==> src/srap_pkg.sv <==
// Function
// - config bit 3 of register 0x0b selects three-wire mode; clear selects four-wire.
// - four-wire link uses serial clock, chip select low, data in, separate data out.
// - three-wire mode merges data in and out on one shared bidirectional pin.
// - serial clock activity while chip select is high is ignored.
// - command 000xxxxx followed by one byte loads the address pointer.
// - 010xxxxx writes next byte at pointer; 100xxxxx returns byte at pointer.
// - 011xxxxx and 101xxxxx act likewise, then advance the pointer by one.
// - exact command 0xe0, start address, then data bytes to successive addresses.
// - burst write runs for any number of bytes until chip select rises.
// - burst address wraps from 255 to zero for the following byte.
`default_nettype none
package srap_pkg;
  localparam int ADDR_W = 8;
  localparam int DATA_W = 8;
  localparam int DEPTH  = 256;
  // synchroniser vector layout
  localparam int IN_W     = 4;
  localparam int IN_SCLK  = 3;
  localparam int IN_CS    = 2;
  localparam int IN_SDI   = 1;
  localparam int IN_SDIO  = 0;
  localparam logic [IN_W-1:0] IN_RST = 4'h4;
  // command byte fields
  localparam int OP_MSB = 7;
  localparam int OP_LSB = 5;
  localparam logic [2:0] OP_SET_ADDR = 3'h0;
  localparam logic [2:0] OP_WRITE    = 3'h2;
  localparam logic [2:0] OP_WRITE_INC = 3'h3;
  localparam logic [2:0] OP_READ     = 3'h4;
  localparam logic [2:0] OP_READ_INC = 3'h5;
  localparam logic [DATA_W-1:0] CMD_BURST = 8'he0;
  // mode configuration location
  localparam logic [ADDR_W-1:0] MODE_REG = 8'h0b;
  localparam int MODE_BIT = 3;
  localparam logic [2:0] BIT_LAST = 3'h7;
  localparam logic [ADDR_W-1:0] PTR_STEP = 8'h01;
  localparam logic [ADDR_W-1:0] PTR_TOP  = 8'hff;
  localparam logic [ADDR_W-1:0] PTR_ZERO = 8'h00;
  localparam logic [DATA_W-1:0] MEM_RST  = 8'h00;

  typedef enum logic [2:0] {
    ST_CMD    = 3'h0,
    ST_ADDR   = 3'h1,
    ST_WDATA  = 3'h2,
    ST_RDATA  = 3'h3,
    ST_BADDR  = 3'h4,
    ST_BDATA  = 3'h5,
    ST_IGNORE = 3'h6
  } srap_state_type;
endpackage
`default_nettype wire

==> src/srap_port.sv <==
`timescale 1ns/10ps
`default_nettype none
module srap_port (
  // clock and reset
  input  wire logic clk,
  input  wire logic rst_n,
  // serial link from host
  input  wire logic sclk,
  input  wire logic chip_select_n,
  input  wire logic sdi,
  // four-wire data out
  output var  logic sdo,
  // three-wire shared data pin
  input  wire logic sdio_in,
  output var  logic sdio_out,
  output var  logic sdio_oe_n,
  // mode status
  output var  logic three_wire_select
);

  logic [srap_pkg::IN_W-1:0]   sync1;
  logic [srap_pkg::IN_W-1:0]   sync2;
  logic [srap_pkg::IN_W-1:0]   sync3;
  logic [srap_pkg::IN_W-1:0]   filt;
  logic [srap_pkg::IN_W-1:0]   filt_d;
  logic [srap_pkg::IN_W-1:0]   next_filt;
  logic [srap_pkg::DATA_W-1:0] mem [srap_pkg::DEPTH];
  logic [srap_pkg::ADDR_W-1:0] ptr;
  logic [srap_pkg::ADDR_W-1:0] next_ptr;
  logic [2:0]                  bit_cnt;
  logic [srap_pkg::DATA_W-1:0] shift_in;
  logic [srap_pkg::DATA_W-1:0] out_shift;
  logic                        incr;
  logic                        out_bit;
  srap_pkg::srap_state_type    state;
  srap_pkg::srap_state_type    next_state;

  wire                         selected   = ~filt[srap_pkg::IN_CS];
  wire                         cs_rise    = filt[srap_pkg::IN_CS] & ~filt_d[srap_pkg::IN_CS];
  wire                         sclk_rise  = filt[srap_pkg::IN_SCLK] & ~filt_d[srap_pkg::IN_SCLK];
  wire                         sclk_fall  = ~filt[srap_pkg::IN_SCLK] & filt_d[srap_pkg::IN_SCLK];
  wire                         mode3      = mem[srap_pkg::MODE_REG][srap_pkg::MODE_BIT];
  wire                         din        = mode3 ? filt[srap_pkg::IN_SDIO] : filt[srap_pkg::IN_SDI];
  wire                         bit_take   = sclk_rise & selected;
  wire                         byte_done  = bit_take & (bit_cnt == srap_pkg::BIT_LAST);
  wire [srap_pkg::DATA_W-1:0]  byte_val   = {shift_in[srap_pkg::DATA_W-2:0], din};
  wire [2:0]                   opcode     = byte_val[srap_pkg::OP_MSB:srap_pkg::OP_LSB];
  wire                         is_write   = (state == srap_pkg::ST_WDATA) | (state == srap_pkg::ST_BDATA);
  wire                         wr_en      = byte_done & is_write;
  wire                         is_read_op = (opcode == srap_pkg::OP_READ) | (opcode == srap_pkg::OP_READ_INC);
  wire                         load_out   = byte_done & (state == srap_pkg::ST_CMD) & is_read_op;
  wire                         shift_out  = sclk_fall & selected & (state == srap_pkg::ST_RDATA);
  wire                         drive3     = mode3 & selected & (state == srap_pkg::ST_RDATA);
  wire [srap_pkg::ADDR_W-1:0]  ptr_inc    = ptr + srap_pkg::PTR_STEP;

  // three-stage input sampling, change taken when stages two and three agree
  genvar gi;
  generate
    for (gi = 0; gi < srap_pkg::IN_W; gi++) begin : g_sync
      assign next_filt[gi] = (sync2[gi] == sync3[gi]) ? sync3[gi] : filt[gi];
    end
  endgenerate

  always_ff @(posedge clk or negedge rst_n) begin
    if (!rst_n) begin
      sync1  <= srap_pkg::IN_RST;
      sync2  <= srap_pkg::IN_RST;
      sync3  <= srap_pkg::IN_RST;
      filt   <= srap_pkg::IN_RST;
      filt_d <= srap_pkg::IN_RST;
    end else begin
      sync1  <= {sclk, chip_select_n, sdi, sdio_in};
      sync2  <= sync1;
      sync3  <= sync2;
      filt   <= next_filt;
      filt_d <= filt;
    end
  end

  // command decode and byte sequencing
  always_comb begin
    next_state = state;
    next_ptr   = ptr;
    if (byte_done) begin
      unique case (state)
        srap_pkg::ST_CMD: begin
          if (byte_val == srap_pkg::CMD_BURST) begin
            next_state = srap_pkg::ST_BADDR;
          end else if (opcode == srap_pkg::OP_SET_ADDR) begin
            next_state = srap_pkg::ST_ADDR;
          end else if (opcode == srap_pkg::OP_WRITE || opcode == srap_pkg::OP_WRITE_INC) begin
            next_state = srap_pkg::ST_WDATA;
          end else if (is_read_op) begin
            next_state = srap_pkg::ST_RDATA;
          end else begin
            next_state = srap_pkg::ST_IGNORE;
          end
        end
        srap_pkg::ST_ADDR: begin
          next_ptr   = byte_val;
          next_state = srap_pkg::ST_CMD;
        end
        srap_pkg::ST_WDATA, srap_pkg::ST_RDATA: begin
          next_ptr   = incr ? ptr_inc : ptr;
          next_state = srap_pkg::ST_CMD;
        end
        srap_pkg::ST_BADDR: begin
          next_ptr   = byte_val;
          next_state = srap_pkg::ST_BDATA;
        end
        srap_pkg::ST_BDATA: begin
          next_ptr   = ptr_inc;
          next_state = srap_pkg::ST_BDATA;
        end
        srap_pkg::ST_IGNORE: begin
          next_state = srap_pkg::ST_IGNORE;
        end
        default: begin
          next_state = srap_pkg::ST_IGNORE;
        end
      endcase
    end
  end

  // deselect ends any command; pointer survives
  always_ff @(posedge clk or negedge rst_n) begin
    if (!rst_n) begin
      state <= srap_pkg::ST_CMD;
      ptr   <= srap_pkg::PTR_ZERO;
      incr  <= 1'b0;
    end else begin
      state <= selected ? next_state : srap_pkg::ST_CMD;
      ptr   <= next_ptr;
      if (byte_done && state == srap_pkg::ST_CMD) begin
        incr <= opcode[0];
      end
    end
  end

  // msb-first shift in on rising clock edge while selected
  always_ff @(posedge clk or negedge rst_n) begin
    if (!rst_n) begin
      bit_cnt  <= 3'h0;
      shift_in <= srap_pkg::MEM_RST;
    end else if (!selected) begin
      bit_cnt  <= 3'h0;
    end else if (bit_take) begin
      bit_cnt  <= bit_cnt + 3'h1;
      shift_in <= byte_val;
    end
  end

  // register space
  always_ff @(posedge clk or negedge rst_n) begin
    if (!rst_n) begin
      for (int i = 0; i < srap_pkg::DEPTH; i++) begin
        mem[i] <= srap_pkg::MEM_RST;
      end
    end else if (wr_en) begin
      mem[ptr] <= byte_val;
    end
  end

  // read data shifted out msb first on falling clock edge
  always_ff @(posedge clk or negedge rst_n) begin
    if (!rst_n) begin
      out_shift <= srap_pkg::MEM_RST;
      out_bit   <= 1'b0;
    end else if (load_out) begin
      out_shift <= mem[ptr];
    end else if (shift_out) begin
      out_bit   <= out_shift[srap_pkg::DATA_W-1];
      out_shift <= {out_shift[srap_pkg::DATA_W-2:0], 1'b0};
    end
  end

  // pin drivers
  always_ff @(posedge clk or negedge rst_n) begin
    if (!rst_n) begin
      sdo               <= 1'b0;
      sdio_out          <= 1'b0;
      sdio_oe_n         <= 1'b1;
      three_wire_select <= 1'b0;
    end else begin
      sdo               <= out_bit;
      sdio_out          <= out_bit;
      sdio_oe_n         <= ~drive3;
      three_wire_select <= mode3;
    end
  end
endmodule
`default_nettype wire

==> config.mk <==
export PLATFORM = sky130hd
export DESIGN_NAME = srap_port
export DESIGN_NICKNAME = d
export VERILOG_FILES = /design/src/srap_pkg.sv /design/src/srap_port.sv
export SDC_FILE = /design/constraint.sdc
export NUM_CORES = 2
export LEC_CHECK = 0
export BUFFER_PORTS_ARGS = -buffer_cell sky130_fd_sc_hd__buf_2
export CAP_MARGIN = 25
export CORE_MARGIN = 3
export CORE_UTILIZATION = 70
export CTS_BUF_LIST = sky130_fd_sc_hd__clkbuf_4
export DETAILED_ROUTE_END_ITERATION = 8
export PLACE_DENSITY = 0.86
export RECOVER_POWER = 100
export REMOVE_ABC_BUFFERS = 1
export SLEW_MARGIN = 20
export SYNTH_ARGS = -nofsm -noshare
export SYNTH_HDL_FRONTEND = slang
export SYNTH_SLANG_ARGS = --single-unit
==> constraint.sdc <==
create_clock -name clk -period 7.9 [get_ports clk]
set_input_delay 1.185 -clock clk [delete_from_list [all_inputs] [get_ports clk]]
set_output_delay 1.185 -clock clk [all_outputs]
set_load 0.02 [all_outputs]
Word-level counts from Yosys, hierarchy flattened
Cells that the tools add are included.
Widths: inputs -> output; s select.
- register bits: 2102
- output and inout port bits: 4
- input bits: 6
- logic and storage cells: 349
- bitwise logic cells: 19
- equal/unequal tests: 16
- mux-type cells: 20
- magnitude comparators: 2
- add/subtract/negate cells: 2
- reductions and logical operators: 16
- operator list (cell ; number):
    $bwmux 2048 ; 1
    $bmux 8 s8 ; 1
    $demux 8 s8 ; 1
    $mux 8 ; 6
    $mux 3 ; 8
    $pmux 8 s3 ; 1
    $eq 3x3->1 const B ; 5
    $eq 3x2->1 const B ; 4
    $and 1x1->1 ; 11
    $ge 9x9->1 const B ; 1
    $lt 9x1->1 const B ; 1
    $not 8->9 ; 1
    $pmux 3 s3 ; 1
    $add 8x1->8 const B ; 1
    $eq 8x8->1 const B ; 1
    $logic_not 3->1 ; 2
    $reduce_bool 2->1 ; 3
    $reduce_or 2->1 ; 3
    $not 1->1 ; 5
    $eq 1x1->1 ; 4
    $reduce_and 2->1 ; 2
    $add 3x1->3 const B ; 1
    $eq 3x1->1 const B ; 1
    $reduce_and 3->1 ; 1
    7 further kinds ; 9

Logic depth before layout (Yosys ltp)
- word-level depth: 9
- depth in mapped cells: 14
- gate-level depth less buffers: 8

Least setup slack after synthesis
OpenSTA, ideal clock, no wires.
- path type: register to register
- start: register ptr[0] (netlist bit)
- end: register mem[377] (netlist bit)
- clock period less this slack: 3.794 ns
- path buffers: 7
- slack: 4.106 ns
- cell stages (with the launch flop): 13
- arrival time: 3.669 ns
- data required time: 7.775 ns
- cells stage by stage: dfrtp_1 buf_4 buf_4 buf_2 inv_2 buf_1 clkbuf_1 ha_1 clkbuf_1 or3b_2 clkbuf_1 nor3_2 mux2_2
- word-level cells in the longest chain between the ends: 6
- elaborated cells on any way between the ends: 7
- ends and longest elaborated chain (element ; RTL line ; text):
    start, declared ; srap_port.sv:28 ; logic [srap_pkg::ADDR_W-1:0] ptr;
    start signal, assigned ; srap_port.sv:129 ; ptr <= srap_pkg::PTR_ZERO;
    start signal, assigned ; srap_port.sv:133 ; ptr <= next_ptr;
    $not 8->9 (not written as such) * ; srap_port.sv:160 ; mem[ptr] <= byte_val;
    $ge 9x9->1 (not written as such) or $lt 9x1->1 (tied branches) ; srap_port.sv:160 ;
    $logic_and 1x1->1 (not written as such) ; srap_port.sv:160 ;
    $mux 8 (not written as such) ; srap_port.sv:160 ;
    $demux 8 s8 * ; srap_port.sv:160 ;
    $bwmux 2048 * ; srap_port.sv:160 ;
    end signal, assigned by index ; srap_port.sv:157 ; mem[i] <= srap_pkg::MEM_RST;
    end signal, assigned by index ; srap_port.sv:160 ;
    end, declared ; srap_port.sv:27 ; logic [srap_pkg::DATA_W-1:0] mem [srap_pkg::DEPTH];
Mark *: on every way between the ends. The rest lies on a longest branch, timed or not.
A chain may end at the register's enable or synchronous reset.

Worst setup path in the final report
- start: register ptr[0] (netlist bit)
- end: register mem[429] (netlist bit)
Same word-level chain as after synthesis.

==> metrics list <==
- The flow ran to the end, but the final reports show violations.
- Violated checks: capacitance limit, slew limit
- The count of nets left with antenna violations once routing finished came out at 0.
- The worst path meets setup with 1.621 ns of slack.
- Clock insertion delay at the later pin of the skew report: 1.35 ns
- Smallest hold slack: 0.3346 ns
* Final RePlAce weighted congestion: 0.9469
- At the pin with the least slew margin, the transition time is 4.767 ns.
- Across the routed clock network, the largest skew measured is 0.1019 ns.
- Setup repair after global routing missed its margin: false
- Among the stages of the critical path, the cell type that occurs most often is sky130_fd_sc_hd__clkbuf_1.
* Min Clock Period, post-route: 6.279 ns
- The pre-antenna-repair detailed-routing pass consisted of 6 iterations.
- Source of the worst hold timing path: sync1[3]$_DFF_PN0_
- Counting cells, the worst reg-to-reg path comes to 7.
- The final count of pins violating max slew is 818.
- Number of global-route vias before repair: 64100
* Via count of the routed design: 61730
* Critical path's largest stage delay: 1.54 ns
* Endpoints failing setup: 0
- The worst register-to-register path ends at mem[429]$_DFFE_PN0P_.
* Average footprint of a synthesized cell: 14.32 µm²
* End point of the worst hold path: sync2[3]$_DFF_PN0_
- Slew margin rel.: -217.8%
- For this run, design rule violations remaining after detail routing come to 0.
* Critical Path AT: 7.42 ns
- Fill count: 8050
- Yosys synthesis warning count: 0
- Before CTS, the worst setup slack after placement is 3.144 ns.
- Vert. Die Dim: 376.1 µm
- Category of the worst setup path capture point: flop
* Maximum number of pins on one net before global-route repair: 199
- Layout-stage area growth over the synthesis result: 7.339%
- Std-Cell Rows: 135
- TritonCTS built the clock tree.
- Startpoint of the lowest-slack register-to-register path: ptr[0]$_DFFE_PN0P_
- Gate count of the mapped netlist: 6694
* Worst-case vdd ir drop: 0.4458 mV
* Initial antenna violation count: 8
- Post CTS Setup Buffer Count: 0
- Register bit total from synthesis: 2099
* H-tree levels: 6
* Clock tree buffer depth: 4
- Final clock period utilization by the worst path: 79.48%
- The worst setup path is launched from a flop.
- Initial cell density of the core: 70.59%
- Initial DRC count: 6243
- Power spread over the standard cell area amounts to 212.0 nW/µm².
- Ports: 10
- The worst hold path belongs to the class flop to flop.
* Highest net fanout along the worst path: 27
- The first global-routing pass estimated 385200 µm of wire.
* Post-cts hold buffer count: 5
- Number of buffers inserted during clock tree synthesis: 550
- In the synthesized netlist the dominant register cell turns out to be sky130_fd_sc_hd__dfrtp_1.
* Distinct cells, synth: 77
* Highest clock frequency the design can meet: 159.3 MHz
- Critical Setup Path Class: flop to flop
- For this run, asynchronously set or reset flops after synthesis account for 100.0%.
- Hold violation total from the final report: 0
- The cell sitting at the root of the clock tree is a sky130_fd_sc_hd__clkbuf_4.
- Global routing consumed, over all layers together, 35.82% of the routing resources.
- The library cell used most frequently in the layout, excluding fill and tap cells, is sky130_fd_sc_hd__dfrtp_1.
* Share of synthesized area occupied by flip-flops and latches: 54.80%
* Aggregate routed wire length: 250100 µm
- Reg clk slew, reported paths: 0.06 ns
* R2r setup slk: 1.62 ns
- Yosys mapped a number of flops with a built-in enable equal to 0.
- Data on the critical path is required at its endpoint by 9.04 ns.
- Fraction of final layout cells with drive strength greater than 1: 42.35%
- Horizontal extent of the die: 376.1 µm
- In the final routed layout, each cell accounts on average for 27.89 µm.
- Traced cell by cell, the critical path runs through inv_1, clkbuf_1, ha_1, nand2_1, clkbuf_1, nor3_1, mux2_2.
- Counting instances, the worst hold path has a depth of 0.
- Post-CTS repair changed the size of 0 cells.
- Cell area after synthesis: 95860 µm²
- In the routed layout, each cell is associated on average with a via count of 6.884.
- Total power after layout: 21.81 mW
- Placed wire-length estimate: 154600 µm
- Commonest cells after routing, fill and taps aside: sky130_fd_sc_hd__dfrtp_1 (2082), sky130_fd_sc_hd__mux2_2 (1706), sky130_fd_sc_hd__clkbuf_4 (778)
* Number of maximum-capacitance violations: 26
- Adding up every negative setup slack in the final design gives 0 ns.
- In this run the standard cell core region covers 135800 µm².
- The clock net in this run drives a total of 2099 sinks.
- Area of the die: 141400 µm²
- GRT overflow: 0
- Fin nets: 6866
- Number of input and output port buffers inserted: 9
* Crit-path slowest cell: sky130_fd_sc_hd__clkbuf_1
- Leakage component of the power: 48.62 nW
how the worst max path moves through the flow:
stage	slack, ns	startpoint	depth (start not counted)	to
after global routing	1.48	rst_n	4	mem[1425]$_DFFE_PN0P_
after detailed placement	3.14	ptr[0]$_DFFE_PN0P_	8	out_shift[3]$_DFFE_PN0P_
after CTS	3.12	ptr[0]$_DFFE_PN0P_	8	out_shift[3]$_DFFE_PN0P_
after global placement	2.92	ptr[1]$_DFFE_PN0P_	8	out_shift[5]$_DFFE_PN0P_
after floorplan	-13.39	ptr[1]$_DFFE_PN0P_	5	mem[1016]$_DFFE_PN0P_
final	1.62	ptr[0]$_DFFE_PN0P_	7	mem[429]$_DFFE_PN0P_
worst max-delay path, delay by kind of cell (launching register included):
kind,cells,cell delay (ns)
buffers and inverters,3,2.70
AND/OR/NAND/NOR,2,1.72
flip-flops,1,0.65
adder cells (fa/ha/maj),1,0.53
multiplexers,1,0.43
cell usage after synthesis, types with 10 or more instances:
master	count	area share, %
sky130_fd_sc_hd__a31oi_1	25	0.16
sky130_fd_sc_hd__mux2_1	84	0.99
sky130_fd_sc_hd__o21bai_1	12	0.094
sky130_fd_sc_hd__and3_1	21	0.14
sky130_fd_sc_hd__a21oi_1	189	0.99
sky130_fd_sc_hd__mux2i_1	317	3.3
sky130_fd_sc_hd__nand2_2	13	0.085
sky130_fd_sc_hd__buf_1	27	0.11
sky130_fd_sc_hd__a221oi_1	30	0.27
sky130_fd_sc_hd__dfrtp_1	2094	55
sky130_fd_sc_hd__nor2_4	40	0.47
sky130_fd_sc_hd__and2_1	13	0.085
sky130_fd_sc_hd__nor2_2	47	0.31
sky130_fd_sc_hd__nand3_1	164	0.86
sky130_fd_sc_hd__nor2_1	190	0.74
sky130_fd_sc_hd__mux4_2	370	8.7
sky130_fd_sc_hd__nand4_1	31	0.20
sky130_fd_sc_hd__o21ai_0	147	0.77
sky130_fd_sc_hd__clkbuf_1	352	1.4
sky130_fd_sc_hd__buf_4	26	0.20
sky130_fd_sc_hd__nor3_2	56	0.58
sky130_fd_sc_hd__buf_2	112	0.58
sky130_fd_sc_hd__o22ai_1	59	0.39
sky130_fd_sc_hd__a22oi_1	108	0.85
sky130_fd_sc_hd__nand3b_1	10	0.078
sky130_fd_sc_hd__mux2_2	1730	20
sky130_fd_sc_hd__o211ai_1	26	0.20
sky130_fd_sc_hd__nand2_1	223	0.87
sky130_fd_sc_hd__nor3_1	18	0.094
power breakdown:
group	leakage, nW	internal [mW]	total (mW)	switching [mW]
clock	3.87	4.65	8.98	4.32
sequential	29.3	10.8	11.1	0.292
combinational	15.5	0.198	1.76	1.57
state kept, by name, summed over array words and instances, names as in the netlist:
signal             cells
bit_cnt                3
ptr                    8
sync2                  4
incr                   1
sync3                  4
filt                   4
mem                 2048
sdio_oe_n              1
sync1                  4
out_bit                1
state                  3
sdio_out               1
out_shift              8
shift_in               7
filt_d                 1
three_wire_select      1
cell families after synthesis:
| kind of cell | count (synthesis) | share of synthesized area, % |
|---|---|---|
| compound gates | 660 | 4.359 |
| xor+xnor | 2 | 0.01828 |
| fa+ha+maj | 10 | 0.1201 |
| buf+inv | 527 | 2.319 |
| flops | 2099 | 54.80 |
| mux | 2501 | 33.31 |
| simple gates | 895 | 5.075 |
area by class of cell:
cell class,count,area (µm²),area share [%]
inverter,9,33.78,0.03283
antenna,8,20.02,0.01946
multi-input combinational,4068,40520,39.38
sequential,2099,52570,51.09
tap,1781,2228,2.166
timing repair buffer,126,1157,1.125
clock buffer,778,5841,5.676
clock inverter,99,528.0,0.5131
layer usage:
layer	part of all wire (%)	global-route usage, %	routed length [µm]	vias to the layer above
li1	-	-	-	25410
met1	39	50.00	98230	32230
met2	46	52.68	113900	3364
met3	10	9.824	25450	726
met4	5.0	17.91	12510	4
met5	0.0096	0	24	-
per-stage QoR:
step / utilization, % / cell area, µm² / instances
3_5_place_dp: 71.54 / 97160 / 8069
6_report: 75.77 / 102900 / 8968
3_3_place_gp: 71.51 / 97120 / 8066
5_1_grt: 75.76 / 102900 / 8964
2_1_floorplan: - / 93670 / 6176
4_1_cts: 76.27 / 103600 / 8951
No activity file was read; power rests on OpenSTA's default activity.
